`config.mk`:
```
export PLATFORM = sky130hd
export DESIGN_NAME = light_flags
export DESIGN_NICKNAME = d
export VERILOG_FILES = /design/src/logic/light_flags_pkg.sv /design/src/logic/light_flags.sv
export SDC_FILE = /design/constraint.sdc
export NUM_CORES = 1
export LEC_CHECK = 0
export BUFFER_PORTS_ARGS = -buffer_cell sky130_fd_sc_hd__buf_2
export CORE_MARGIN = 2
export CORE_UTILIZATION = 40
export CTS_CLUSTER_DIAMETER = 40
export DETAILED_ROUTE_END_ITERATION = 12
export SYNTH_ARGS = -nofsm -noshare
export SYNTH_HDL_FRONTEND = slang
export SYNTH_SLANG_ARGS = --single-unit
export TNS_END_PERCENT = 10
```
`constraint.sdc`:
```
create_clock -name clock -period 3.6 [get_ports clock]
set_input_delay 0.72 -clock clock [delete_from_list [all_inputs] [get_ports clock]]
set_output_delay 0.72 -clock clock [all_outputs]
set_load 0.01 [all_outputs]
```
`src/logic/light_flags_pkg.sv`:
```
// Constants, carrier structs and state record for the light sensor flag block
package light_flags_pkg;

    // Register offsets
    localparam logic [7:0] STATUS_FLAGS_OFS   = 8'h0c;
    localparam logic [7:0] PART_IDENT_OFS     = 8'h11;
    // Status field positions
    localparam int         OVERFLOW_BIT       = 3;
    localparam int         READY_BIT          = 2;
    localparam int         UPPER_BIT          = 1;
    localparam int         LOWER_BIT          = 0;
    localparam logic [3:0] STATUS_RESET       = 4'h0;
    // Identification field positions
    localparam int         CODE_LOW_POS       = 12;
    // Interrupt source encodings
    localparam logic [1:0] INT_SRC_ALERT      = 2'h0;
    localparam logic [1:0] INT_SRC_EACH       = 2'h1;
    localparam logic [1:0] INT_SRC_FOURTH     = 2'h3;
    // Serial framing
    localparam logic [3:0] BITS_PER_BYTE      = 4'h8;
    // Interrupt pulse timing
    localparam int         CLK_PERIOD_NS      = 20;
    localparam int         INT_PULSE_NS       = 1000;
    localparam logic [7:0] INT_PULSE_CYCLES   =
        8'((INT_PULSE_NS + CLK_PERIOD_NS - 1) / CLK_PERIOD_NS);

    // One conversion outcome from the engine
    typedef struct packed {
        logic        done;       // One-cycle end of conversion
        logic        overflow;   // Conversion overflowed its range
        logic [3:0]  exp;        // Result exponent
        logic [19:0] mant;       // Result mantissa
    } conv_result_t;

    // Threshold limits
    typedef struct packed {
        logic [3:0]  upper_limit_exp;
        logic [19:0] upper_mant;
        logic [3:0]  lower_limit_exp;
        logic [19:0] lower_mant;
    } limits_t;

    // Configuration held elsewhere in the device
    typedef struct packed {
        logic [1:0] fault_count;  // 1,2,4,8 consecutive faults
        logic [1:0] int_source;   // Interrupt source select
        logic       int_out_dir;  // 1: pin is output, 0: input
        logic       int_active_hi;// Pin polarity
        logic       one_shot;     // Device in one-shot mode
    } config_t;

    // Serial target states
    typedef enum logic [3:0] {
        SER_IDLE      = 4'b0000,
        SER_ADDR      = 4'b0001,
        SER_ADDR_ACK  = 4'b0010,
        SER_PTR       = 4'b0011,
        SER_PTR_ACK   = 4'b0100,
        SER_WDATA     = 4'b0101,
        SER_WDATA_ACK = 4'b0110,
        SER_RDATA     = 4'b0111,
        SER_RDATA_ACK = 4'b1000
    } ser_state_t;

    // Whole state of the block
    typedef struct packed {
        logic [1:0]  scl_sync;    // Clock pin synchroniser
        logic [1:0]  sda_sync;    // Data pin synchroniser
        logic [1:0]  int_sync;    // Interrupt pin synchroniser
        logic        scl_prev;    // Last settled clock level
        logic        sda_prev;    // Last settled data level
        logic        int_prev;    // Last settled interrupt level
        ser_state_t  ser;         // Serial target state
        logic [3:0]  bit_cnt;     // Bits within a byte
        logic        byte_idx;    // High or low byte of a word
        logic        rw;          // Read transfer
        logic [7:0]  shift_in;    // Incoming byte
        logic [7:0]  pointer;     // Register pointer
        logic [7:0]  wr_high;     // Held high byte of a write
        logic [15:0] rd_word;     // Outgoing word
        logic        sda_low;     // Pull data line low
        logic [3:0]  flags;       // Status flag bits
        logic [3:0]  above_cnt;   // Consecutive high results
        logic [3:0]  below_cnt;   // Consecutive low results
        logic [1:0]  conv_cnt;    // Conversions toward fourth
        logic [7:0]  pulse_cnt;   // Interrupt pulse timer
        logic        int_low;     // Pull interrupt pin low
        logic        trigger;     // Measurement trigger pulse
    } state_t;

endpackage

```
`src/logic/light_flags.sv`:
```
// Status flags, identification and serial target of the light sensor
`timescale 1ns/1ps
module light_flags
#(
    parameter logic [6:0]  TARGET_ADDR    = 7'h44,  // Serial address
    parameter logic [1:0]  PART_CODE_LOW  = 2'h0,   // Arbitrary value
    parameter logic [11:0] PART_CODE_HIGH = 12'h5a3 // Arbitrary value
)
(
    input  wire logic                         clock,
    input  wire logic                         nrst,
    input  wire light_flags_pkg::conv_result_t conv,
    input  wire light_flags_pkg::limits_t     limits,
    input  wire light_flags_pkg::config_t     cfg,
    input  wire logic                         scl_i,
    output      logic                         scl_o,
    output      logic                         scl_oe,
    input  wire logic                         sda_i,
    output      logic                         sda_o,
    output      logic                         sda_oe,
    input  wire logic                         int_i,
    output      logic                         int_o,
    output      logic                         int_oe,
    output      logic                         measure_trigger,
    output      logic [3:0]                   status_flags
);
    import light_flags_pkg::*;

    state_t st;       // Present state
    state_t next_st;  // Next state

    // Needed consecutive faults for a fault count setting
    function automatic logic [3:0] need_faults(input logic [1:0] fc);
        need_faults = 4'h1 << fc;
    endfunction

    // Register read decode; unmapped offsets read zero
    function automatic logic [15:0] reg_read(input logic [7:0] ofs,
                                             input logic [3:0] fl);
        if (ofs == STATUS_FLAGS_OFS)
            reg_read = {12'h000, fl};
        else if (ofs == PART_IDENT_OFS)
            reg_read = {2'h0, PART_CODE_LOW,
                        PART_CODE_HIGH};
        else
            reg_read = 16'h0000;
    endfunction

    // Settled pin levels and their edges
    logic scl_now;
    logic sda_now;
    logic int_now;
    logic scl_rise;
    logic scl_fall;
    logic start_seen;
    logic stop_seen;
    logic is_above;      // Result above upper limit
    logic is_below;      // Result below lower limit
    logic ready_clear;   // Host access clears completion
    logic int_active;    // Interrupt condition, before polarity
    logic pin_level;     // Wanted interrupt pin level

    assign scl_now    = st.scl_sync[1];
    assign sda_now    = st.sda_sync[1];
    assign int_now    = st.int_sync[1];
    assign scl_rise   = scl_now & ~st.scl_prev;
    assign scl_fall   = ~scl_now & st.scl_prev;
    // Data moving while the clock is high frames a transfer
    assign start_seen = scl_now & st.scl_prev & st.sda_prev & ~sda_now;
    assign stop_seen  = scl_now & st.scl_prev & ~st.sda_prev & sda_now;

    assign is_above = {conv.exp, conv.mant} >
                      {limits.upper_limit_exp, limits.upper_mant};
    assign is_below = {conv.exp, conv.mant} <
                      {limits.lower_limit_exp, limits.lower_mant};

    // Next state of the whole block
    always_comb
    begin
        next_st     = st;
        ready_clear = 1'b0;
        int_active  = 1'b0;
        pin_level   = 1'b1;
        // Synchronisers: first stage feeds only the second
        next_st.scl_sync = {st.scl_sync[0], scl_i};
        next_st.sda_sync = {st.sda_sync[0], sda_i};
        next_st.int_sync = {st.int_sync[0], int_i};
        next_st.scl_prev = scl_now;
        next_st.sda_prev = sda_now;
        next_st.int_prev = int_now;

        // Serial target
        if (start_seen)
        begin
            // Start or repeated start
            next_st.ser     = SER_ADDR;
            next_st.bit_cnt = 4'h0;
        end
        else if (stop_seen)
        begin
            next_st.ser = SER_IDLE;
        end
        else if (scl_rise)
        begin
            // Host data is sampled on the rising clock
            case (st.ser)
                SER_ADDR, SER_PTR, SER_WDATA:
                begin
                    next_st.shift_in = {st.shift_in[6:0], sda_now};
                    next_st.bit_cnt  = st.bit_cnt + 4'h1;
                end
                SER_RDATA_ACK:
                begin
                    // Not acknowledged: host ends the read
                    if (sda_now)
                        next_st.ser = SER_IDLE;
                end
                default:
                begin
                    next_st.ser = st.ser;
                end
            endcase
        end
        else if (scl_fall)
        begin
            // Our data changes only while the clock is low
            case (st.ser)
                SER_ADDR:
                begin
                    if (st.bit_cnt == BITS_PER_BYTE)
                    begin
                        if (st.shift_in[7:1] == TARGET_ADDR)
                        begin
                            next_st.ser = SER_ADDR_ACK;
                            next_st.rw  = st.shift_in[0];
                        end
                        else
                        begin
                            // Other target addressed
                            next_st.ser = SER_IDLE;
                        end
                    end
                end
                SER_ADDR_ACK:
                begin
                    next_st.bit_cnt  = 4'h0;
                    next_st.byte_idx = 1'b0;
                    if (st.rw)
                    begin
                        next_st.ser     = SER_RDATA;
                        next_st.rd_word = reg_read(st.pointer, st.flags);
                        if (st.pointer == STATUS_FLAGS_OFS)
                            ready_clear = 1'b1;
                    end
                    else
                    begin
                        next_st.ser = SER_PTR;
                    end
                end
                SER_PTR:
                begin
                    if (st.bit_cnt == BITS_PER_BYTE)
                    begin
                        next_st.ser     = SER_PTR_ACK;
                        next_st.pointer = st.shift_in;
                    end
                end
                SER_PTR_ACK:
                begin
                    next_st.ser      = SER_WDATA;
                    next_st.bit_cnt  = 4'h0;
                    next_st.byte_idx = 1'b0;
                end
                SER_WDATA:
                begin
                    if (st.bit_cnt == BITS_PER_BYTE)
                        next_st.ser = SER_WDATA_ACK;
                end
                SER_WDATA_ACK:
                begin
                    next_st.ser      = SER_WDATA;
                    next_st.bit_cnt  = 4'h0;
                    next_st.byte_idx = ~st.byte_idx;
                    if (!st.byte_idx)
                    begin
                        next_st.wr_high = st.shift_in;
                    end
                    else if (st.pointer == STATUS_FLAGS_OFS &&
                             {st.wr_high, st.shift_in} != 16'h0000)
                    begin
                        // Written data is dropped; a nonzero write only clears the ready flag
                        ready_clear = 1'b1;
                    end
                end
                SER_RDATA:
                begin
                    next_st.rd_word = {st.rd_word[14:0], 1'b0};
                    if (st.bit_cnt == BITS_PER_BYTE - 4'h1)
                        next_st.ser = SER_RDATA_ACK;
                    else
                        next_st.bit_cnt = st.bit_cnt + 4'h1;
                end
                SER_RDATA_ACK:
                begin
                    // Acknowledged: send the next byte
                    next_st.ser      = SER_RDATA;
                    next_st.bit_cnt  = 4'h0;
                    next_st.byte_idx = ~st.byte_idx;
                    if (st.byte_idx)
                    begin
                        // Word done; a further read repeats the register
                        next_st.rd_word = reg_read(st.pointer, st.flags);
                        if (st.pointer == STATUS_FLAGS_OFS)
                            ready_clear = 1'b1;
                    end
                end
                default:
                begin
                    next_st.ser = SER_IDLE;
                end
            endcase
        end

        // Data line: pull low for acks and zero bits, else release
        case (next_st.ser)
            SER_ADDR_ACK, SER_PTR_ACK, SER_WDATA_ACK:
                next_st.sda_low = 1'b1;
            SER_RDATA:
                next_st.sda_low = ~next_st.rd_word[15];
            default:
                next_st.sda_low = 1'b0;
        endcase

        // Conversion outcomes update the flags
        if (conv.done)
        begin
            next_st.flags[OVERFLOW_BIT] = conv.overflow;
            // Consecutive count saturates at 15, above the largest need of 8
            if (is_above)
            begin
                if (st.above_cnt != 4'hf)
                    next_st.above_cnt = st.above_cnt + 4'h1;
            end
            else
            begin
                next_st.above_cnt = 4'h0;
            end
            if (is_below)
            begin
                if (st.below_cnt != 4'hf)
                    next_st.below_cnt = st.below_cnt + 4'h1;
            end
            else
            begin
                next_st.below_cnt = 4'h0;
            end
            next_st.flags[UPPER_BIT] =
                next_st.above_cnt >= need_faults(cfg.fault_count);
            next_st.flags[LOWER_BIT] =
                next_st.below_cnt >= need_faults(cfg.fault_count);
            next_st.conv_cnt = st.conv_cnt + 2'h1;
        end
        // Completion: an end of conversion wins over a clear
        next_st.flags[READY_BIT] =
            (st.flags[READY_BIT] & ~ready_clear) | conv.done;

        // Interrupt pulse timer for per-conversion sources
        if (conv.done &&
            (cfg.int_source == INT_SRC_EACH ||
             (cfg.int_source == INT_SRC_FOURTH &&
              st.conv_cnt == 2'h3)))
            next_st.pulse_cnt = INT_PULSE_CYCLES;
        else if (st.pulse_cnt != 8'h00)
            next_st.pulse_cnt = st.pulse_cnt - 8'h01;

        // Interrupt condition by source; the invalid code stays quiet
        case (cfg.int_source)
            INT_SRC_ALERT:
                int_active = next_st.flags[UPPER_BIT] |
                             next_st.flags[LOWER_BIT];
            INT_SRC_EACH, INT_SRC_FOURTH:
                int_active = next_st.pulse_cnt != 8'h00;
            default:
                int_active = 1'b0;
        endcase
        pin_level       = cfg.int_active_hi ? int_active : ~int_active;
        // Open drain: only the low level is driven
        next_st.int_low = cfg.int_out_dir & ~pin_level;

        // Host edge into the active level starts a one-shot measurement
        next_st.trigger = ~cfg.int_out_dir & cfg.one_shot &
                          (cfg.int_active_hi ? (int_now & ~st.int_prev)
                                             : (~int_now & st.int_prev));
    end

    // Registered state; pins released and flags clear at reset
    always_ff @(posedge clock or negedge nrst)
    begin
        if (!nrst)
        begin
            st          <= '0;
            st.scl_sync <= 2'h3;
            st.sda_sync <= 2'h3;
            st.int_sync <= 2'h3;
            st.scl_prev <= 1'b1;
            st.sda_prev <= 1'b1;
            st.int_prev <= 1'b1;
            st.ser      <= SER_IDLE;
            st.flags    <= STATUS_RESET;
        end
        else
        begin
            st <= next_st;
        end
    end

    // Pins: outputs are always low, enables decide the wire
    assign scl_o           = 1'b0;
    assign scl_oe          = 1'b0;
    assign sda_o           = 1'b0;
    assign sda_oe          = st.sda_low;
    assign int_o           = 1'b0;
    assign int_oe          = st.int_low;
    assign measure_trigger = st.trigger;
    assign status_flags    = st.flags;

endmodule

```
==> results of run 1 <==
## layout make-up
type	count	area share
Multi-Input combinational cell	447	0.4798
Sequential cell	84	0.3127
Timing Repair Buffer	114	0.09293
Inverter	68	0.03776
Clock buffer	11	0.03591
Tap cell	180	0.03332
Clock inverter	4	0.007590
## Yosys cell counts, types with 7 or more instances
cell type   n
and3_1      8
nand2b_1    7
ha_1       65
o21ai_0    30
dfrtp_1    75
nand3_1    10
nor2b_1     7
buf_4      10
clkbuf_1    9
dfstp_2     9
a31oi_1     8
nor3_1     10
nor4_1     11
inv_1      66
and4_1      7
nand2_1    54
a21oi_1    44
mux2_2     26
nand4_1    12
a22o_1     10
nor2_1     38
## power breakdown
part	switching, mW	total [mW]	internal [mW]
clock network	0.362	0.915	0.552
registers	0.203	1.29	1.08
logic	0.417	0.806	0.389
## sequential cells by signal, summed over array words and instances, names as in the netlist
register	flops
int_now	1
int_oe	1
measure_trigger	1
next_st	5
sda_oe	1
st	71
status_flags	4
## layer usage
layer	GRT usage	vias up
li1	-	2430
met1	0.2196	2281
met2	0.3060	122
met3	0.03846	22
met4	0.05682	0
met5	0	-
## kinds of logic after synthesis
family	synth area share
mux	0.05476
flops	0.3685
compound gates	0.1680
xor+xnor	0.01222
buf+inv	0.07112
fa+ha+maj	0.1435
other cells	0.0006538
simple gates	0.1813
## placed cells by master (no fill, tap or decap), types with 3 or more instances in the layout
cell / count
xnor2_1: 6
and3_1: 8
a31oi_1: 8
and2_1: 3
buf_2: 91
buf_4: 23
o22ai_1: 3
nand3b_1: 5
a211o_1: 3
conb_1: 4
dfstp_2: 9
inv_1: 66
nand2b_1: 7
nand3_1: 10
mux2_2: 26
nor3_1: 10
nor2_1: 38
o21a_1: 3
nor2b_1: 7
nor4_1: 11
a21oi_1: 44
nor3b_1: 3
and4_1: 3
clkbuf_16: 9
nand4_1: 12
and4_4: 4
o211ai_1: 4
ha_1: 65
nand2_1: 54
a22o_1: 10
dfrtp_1: 75
a211oi_1: 4
o31ai_1: 3
o21ai_0: 30
a21o_1: 6
o21ai_1: 6
## path summary, 6_finish.rpt
check	endpoint	slack, ps	cells past startpoint
min in group asynchronous	st[68]$_DFFE_PN0P_	580	1
hold / removal	next_st[77]$_DFF_PN1_	360	0
max in group asynchronous	st[14]$_DFFE_PN0P_	2340	1
hold reg to reg	next_st[77]$_DFF_PN1_	360	0
setup reg to reg	int_oe$_DFF_PN0_	1100	12
setup / recovery	int_oe$_DFF_PN0_	240	17
==> results.cfg, run 1 <==
[status]
status = finished clean

[timing]
finalSetupTns_ps = 0
setup_violations = 0
timing.final.hold_violations = 0
slew_violations = 0
tightestPinTransition_ps = 1062
fmax_mhz = 297.9
finalClockSkew_ps = 7.005
rsz0062_at_grt = false
fin_crit_ps = 3357
fin_ws_ps = 243.3
final.period_utilization = 0.9324
slew_headroom = 0.2920
hold-worst-slack_ps = 358.2

[synth]
syn_area_per_cell_um2 = 9.251
yosysTopAreaCellShare = 0.3272
yosysSeqAreaShare = 0.3685
ys.flop_type = dfrtp_1
synth-edff-count = 0
syn_inst = 620
ys_warn_count = 0
synth.area.top_cells = dfrtp_1 (33%), ha_1 (14%), mux2_2 (5.1%)
ys_ff_latch = 84
async_flop_share = 1.000
synth_cell_types = 73
synth_area_mm2 = 0.005736
yosysTopAreaCell = dfrtp_1

[place]
place_ws_ps = -111.9
portBuffers = 92
place.gp.congestion = 0.8994
dpl_cell_area_mm2 = 0.006447
hpwlAfterDp_um = 9848
place_inst = 893

[detailed_routing]
met3_length_um = 558
dr_total_vias = 4855
wl_per_cell_um = 14.04
drc = 0
dr.max_layer_used = met4
drtPass1Iterations = 7
wl_met2_um = 6255
drtIter0Drc = 218
wirelength_met1_um = 5698
via_per_inst = 5.347
routed_wl_um = 12750
ant_nets = 0

[clocking]
cts.sinks = 84
cts-root-buf = clkbuf_16
cts_inserted_buffers = 9
cts-resized-gates = 0
clockBufferDepth = 2
htreeDepth = 3
clkTransAtPathRegs_ps = 60
cts_setup_buffers = 0
cts_tree = built
postCtsHoldBufs = 0
clk_latency_ps = 340

[final_layout]
antennaDiodeCount = 0
nFillCells = 1317
drive_gt1_frac = 0.2527
fin_util = 0.4851
multi_input_area_mm2 = 0.003243
syn2layout_area_growth_pct = 17.84
nets = 875
final_cell_count_no_fill = 908
stdcell_area_mm2 = 0.006759
seqCellArea_mm2 = 0.002113

[floorplanning]
die_x_um = 123.7
core_mm2 = 0.01393
io_pins = 97
start_util = 0.4116
rows = 43
die_y_um = 123.7
die-area_mm2 = 0.01531

[power_and_ir_drop]
vdd_drop_max_v = 0.0002289
p_per_area_mw_per_mm2 = 445.1
p_leak_nw = 3.343
p_total_mw = 3.008

[worst_setup_path]
worst-setup-path-type = in2reg
path_cells = buf_2 -> ha_1 -> and4_4 -> and4_1 -> a222oi_1 -> and4_1 -> nor2_1 -> o21ai_1 -> nor2_1 -> ha_1 -> a21oi_1 -> o21ai_0 -> nand2_1 -> a31oi_1 -> o21a_1 -> o32ai_2 -> mux2i_1
cp-startpoint = conv[15]
endpoint_kind = flop
crit_family = compound AO/OA/AOI/OAI gates
cp_max_fo = 3
slowest_delay_ps = 320
slowest_stage = ha_1
required_ps = 3860
start_kind = input pin
arrival_ps = 3620
timing.critical_path.buf_inv = 1
timing.rr.start = st[17]$_DFFE_PN0P_

[global_route]
grtUsageTotal = 0.1771
grt_pass1_vias = 4910
grt_max_degree = 85
grt_overflow = 0
grt_pass1_wl_um = 21920
antenna_found_initial = 0

[min_path]
hp-start = next_st[83]$_DFF_PN1_
holdCritPathClass = reg2reg

[job]
maxCapViolCount = 0
(Power assumes the default switching activity.)
==> run 2, diff against run 1 <==
==> constraint.sdc (replaced) <==
create_clock -name clock -period 3.6 [get_ports clock]
set_input_delay 0.54 -clock clock [delete_from_list [all_inputs] [get_ports clock]]
set_output_delay 0.54 -clock clock [all_outputs]
set_load 0.01 [all_outputs]
==> run 2 against run 1 <==
Effect of this change:
- first-iteration DRC count up 61%
- hold slack lost 54 ps
- final area decreased by 2.2%
- sequential cell count did not move
- maximum frequency rose by 4.3%
- die area stayed put
- critical path depth unchanged
- clock power up 2.4%
- clock skew increased by 1.6 ps
- global-route usage down 0.69 points
- clock-buffer cell count increased by 1
- non-clock buffer count fell by 19
==> results.cfg, run 2 (synthesis results as in run 1) <==
[floorplanning]
core_mm2 = 0.01393
die_y_um = 123.7
die-area_mm2 = 0.01531
start_util = 0.4116
io_pins = 97
die_x_um = 123.7
rows = 43

[worst_setup_path]
cp_max_fo = 4
endpoint_kind = flop
r2r_setup_slack_ps = 1140
required_ps = 3860
start_kind = input pin
arrival_ps = 3480
worst-setup-path-type = in2reg

[clocking]
cts.sinks = 84
clkTransAtPathRegs_ps = 60
cts_tree = built
cts_inserted_buffers = 9
cts-resized-gates = 0
clk_latency_ps = 340
cts_setup_buffers = 0
cts-root-buf = clkbuf_16
htreeDepth = 3
clockBufferDepth = 2
postCtsHoldBufs = 0

[timing]
setup_violations = 0
slew_headroom = 0.3482
timing.final.hold_violations = 0
final.period_utilization = 0.8939
slew_violations = 0
tightestPinTransition_ps = 977.7
finalSetupTns_ps = 0
rsz0062_at_grt = false
fmax_mhz = 310.8
finalClockSkew_ps = 8.566
fin_crit_ps = 3218

[final_layout]
final_cell_count_no_fill = 890
layout_common_cells = buf_2 (91), dfrtp_1 (75), inv_1 (66)
drive_gt1_frac = 0.2268
layout_commonest_cell = buf_2
antennaDiodeCount = 0
nets = 856
largest-register = st
largest_reg_flops = 71
syn2layout_area_growth_pct = 15.25
multi_input_area_mm2 = 0.003226
seqCellArea_mm2 = 0.002113
nFillCells = 1322

[global_route]
antenna_found_initial = 1
grt_pass1_vias = 4682
grt_overflow = 0
grt_pass1_wl_um = 21090
grt_max_degree = 76
grtUsageTotal = 0.1702

[power_and_ir_drop]
p_per_area_mw_per_mm2 = 453.4
p_leak_nw = 3.258
vdd_drop_max_v = 0.0002147

[place]
hpwlAfterDp_um = 9665
place.gp.congestion = 0.9099
place_inst = 874
portBuffers = 92

[detailed_routing]
ant_nets = 0
routed_wl_um = 12430
drc = 0
via_per_inst = 5.343
drtIter0Drc = 351
wl_per_cell_um = 13.97
dr_total_vias = 4755
drtPass1Iterations = 5

[job]
maxCapViolCount = 0

[status]
status = finished clean

[min_path]
holdCritPathClass = in2reg
## run 2: changes by cell type in the layout (fill, tap and decap cells not counted), sizes merged
cell      previous run  this run
clkinv               2         3
clkinvlp             1         0
buf                114        95
clkbuf              11        12
## run 2: area by class of cell
cell class | count | area share
Multi-Input combinational cell | 447 | 0.4880
Sequential cell | 84 | 0.3197
Timing Repair Buffer | 95 | 0.07344
Clock buffer | 12 | 0.03880
Inverter | 68 | 0.03861
Tap cell | 180 | 0.03407
Clock inverter | 4 | 0.007382
## run 2: stage by stage
step | hold slack, ps | util | area [um2] | power (mW) | setup WS (ps)
3_3_place_gp | 347.8 | 0.4525 | 6305 | 2.046 | 112.6
4_1_cts | 295.3 | 0.4744 | 6610 | 3.028 | 370.6
6_report | 304.0 | 0.4744 | 6610 | 2.997 | 382.1
5_1_grt | 284.8 | 0.4744 | 6610 | 3.217 | 45.99
3_5_place_dp | 347.5 | 0.4525 | 6305 | 2.076 | 37.94
2_1_floorplan | 244.4 | - | 5747 | 1.833 | 405.7
## run 2: per-layer routing
metal / wire length, um / GRT usage / vias to the layer above
met5: 0 / 0 / -
met4: 157 / 0.04403 / 0
met3: 553 / 0.03892 / 15
met2: 6034 / 0.2898 / 114
met1: 5688 / 0.2178 / 2242
li1: - / - / 2384
## run 2: final timing paths
kind | start | end | cells after the start
worst max-delay path | conv[15] | int_oe$_DFF_PN0_ | 17
worst min-delay path | scl_i | next_st[83]$_DFF_PN1_ | 1
worst max register to register | st[16]$_DFFE_PN0P_ | int_oe$_DFF_PN0_ | 12
worst min register to register | next_st[79]$_DFF_PN1_ | int_now$_DFF_PN1_ | 0
max in group asynchronous | nrst | st[58]$_DFFE_PN0P_ | 2
min in group asynchronous | nrst | st[68]$_DFFE_PN0P_ | 1
## run 2: critical path: stages
cell and delay (ps):
buf_2 110, ha_1 310, and4_1 250, and4_1 200, a222oi_1 270, and4_1 240
nor2_1 80, o21ai_1 120, nor2_1 60, ha_1 300, a21oi_1 120, o21ai_0 90
nand2_1 80, a31oi_1 100, o21a_1 200, o32ai_1 160, mux2i_1 220
## run 2: power by group
part / internal (mW) / switching [mW]
clock: 0.574 / 0.363
sequential: 1.08 / 0.204
combinational: 0.366 / 0.405
total: 2.02 / 0.972
==> run 3, diff against run 2 <==
CTS_CLUSTER_DIAMETER = default   (was 40)
REMOVE_ABC_BUFFERS = 1   (was default)
==> run 3 against run 2 <==
Effect of this change:
- final area shrank 0.30%
- largest power group unchanged
- largest cell class unchanged
- global-route usage grew 0.32 points
- register-to-register slack lost 30 ps
- clock-buffer cell count shrank 1
- maximum frequency shrank 0.68%
- via count shrank 0.13%
- clock power shrank 3.9%
- sequential share of layout area grew 0.097 points
- critical endpoint unchanged
- sequential power is essentially flat
- sequential cell count is the same
- critical path depth is the same
==> results.cfg, run 3 (synthesis results as in run 1) <==
[status]
status = finished clean

[place]
place_inst = 874
portBuffers = 92
place_ws_ps = 16.54
hpwlAfterDp_um = 9524
dpl_cell_area_mm2 = 0.006305
place.gp.congestion = 0.8533

[global_route]
grt_overflow = 0
grt_pass1_wl_um = 21320
grt_max_degree = 85
grtUsageTotal = 0.1734
grt_pass1_vias = 4697
antenna_found_initial = 0

[power_and_ir_drop]
p_int_mw = 1.989
power_switching_uw = 979.6
p_per_area_mw_per_mm2 = 450.4
switching_share = 0.3300
pwr-share-seq = 0.435
comb_power_share = 0.262
clkPwrFrac = 0.303
p_total_mw = 2.968
p_leak_nw = 3.245
vdd_drop_max_v = 0.0002520

[detailed_routing]
via_per_inst = 5.336
wl_per_cell_um = 14.01
drtPass1Iterations = 4
drc = 0
dr_total_vias = 4749
drtIter0Drc = 353
routed_wl_um = 12470
ant_nets = 0

[timing]
rsz0062_at_grt = false
tightestPinTransition_ps = 1068
final.period_utilization = 0.9000
fmax_mhz = 308.7
slew_headroom = 0.2881
slew_violations = 0
fin_ws_ps = 360.1
setup_violations = 0
fin_crit_ps = 3240
timing.final.hold_violations = 0
hold-worst-slack_ps = 298.7
finalSetupTns_ps = 0
finalClockSkew_ps = 5.191

[final_layout]
largest_reg_flops = 71
layout_commonest_cell = buf_2
nFillCells = 1330
fin_util = 0.4729
antennaDiodeCount = 0
drive_gt1_frac = 0.2254
nets = 856
largest-register = st
syn2layout_area_growth_pct = 14.90
final_cell_count_no_fill = 890
layout_common_cells = buf_2 (91), dfrtp_1 (75), inv_1 (66)
stdcell_area_mm2 = 0.006590

[floorplanning]
start_util = 0.4116
io_pins = 97
die-area_mm2 = 0.01531
rows = 43
die_y_um = 123.7
die_x_um = 123.7
core_mm2 = 0.01393

[clocking]
clk_latency_ps = 330
htreeDepth = 3
cts_inserted_buffers = 9
postCtsHoldBufs = 0
clockBufferDepth = 2
cts-root-buf = clkbuf_16
cts.sinks = 84
cts-resized-gates = 0
cts_tree = built
clkTransAtPathRegs_ps = 60
cts_setup_buffers = 0

[worst_setup_path]
required_ps = 3860
endpoint_kind = flop
worst-setup-path-type = in2reg
arrival_ps = 3500
start_kind = input pin
cp_max_fo = 4

[min_path]
holdCritPathClass = in2reg

[job]
maxCapViolCount = 0
[run 3: metal layers]
layer / GRT usage / vias to the layer above / part of all wire
met1: 0.2090 / 2239 / 0.43
li1: - / 2385 / -
met2: 0.3125 / 111 / 0.51
met4: 0.03693 / 0 / 0.010
met5: 0 / - / 0
met3: 0.04258 / 14 / 0.046
[run 3: cell type report]
class,count,area [um2],share of cell area
tap,180,225.2,0.03418
multi-input combinational,447,3226,0.4895
sequential,84,2113,0.3207
clock buffer,11,232.7,0.03531
inverter,68,255.2,0.03873
clock inverter,5,52.55,0.007974
timing repair buffer,95,485.5,0.07367
[run 3: path summary, 6_finish.rpt]
kind | from | to | slack (ps) | cells past startpoint
max | conv[15] | int_oe$_DFF_PN0_ | 360 | 17
min | int_i | next_st[79]$_DFF_PN1_ | 300 | 1
max reg2reg | st[16]$_DFFE_PN0P_ | int_oe$_DFF_PN0_ | 1110 | 12
min reg2reg | next_st[81]$_DFF_PN1_ | next_st[76]$_DFF_PN1_ | 360 | 0
max in group asynchronous | nrst | st[16]$_DFFE_PN0P_ | 2520 | 1
min in group asynchronous | nrst | st[68]$_DFFE_PN0P_ | 360 | 1
[run 3: power groups by stage]
stage	Combinational, mW	Sequential, mW	Clock [mW]
final	0.778	1.29	0.900
after global routing	0.897	1.32	0.979
after CTS	0.787	1.29	0.929
after detailed placement	0.781	1.30	0
after global placement	0.752	1.30	0
after floorplan	0.556	1.25	0
[run 3: worst max-delay path, cell delays in order]
cell	delay, ps
buf_2	110
ha_1	320
and4_1	240
and4_1	190
a222oi_1	270
and4_1	250
nor2_1	90
o21ai_1	130
nor2_1	60
ha_1	310
a21oi_1	120
o21ai_0	100
nand2_1	70
a31oi_1	100
o21a_1	210
o32ai_1	160
mux2i_1	220
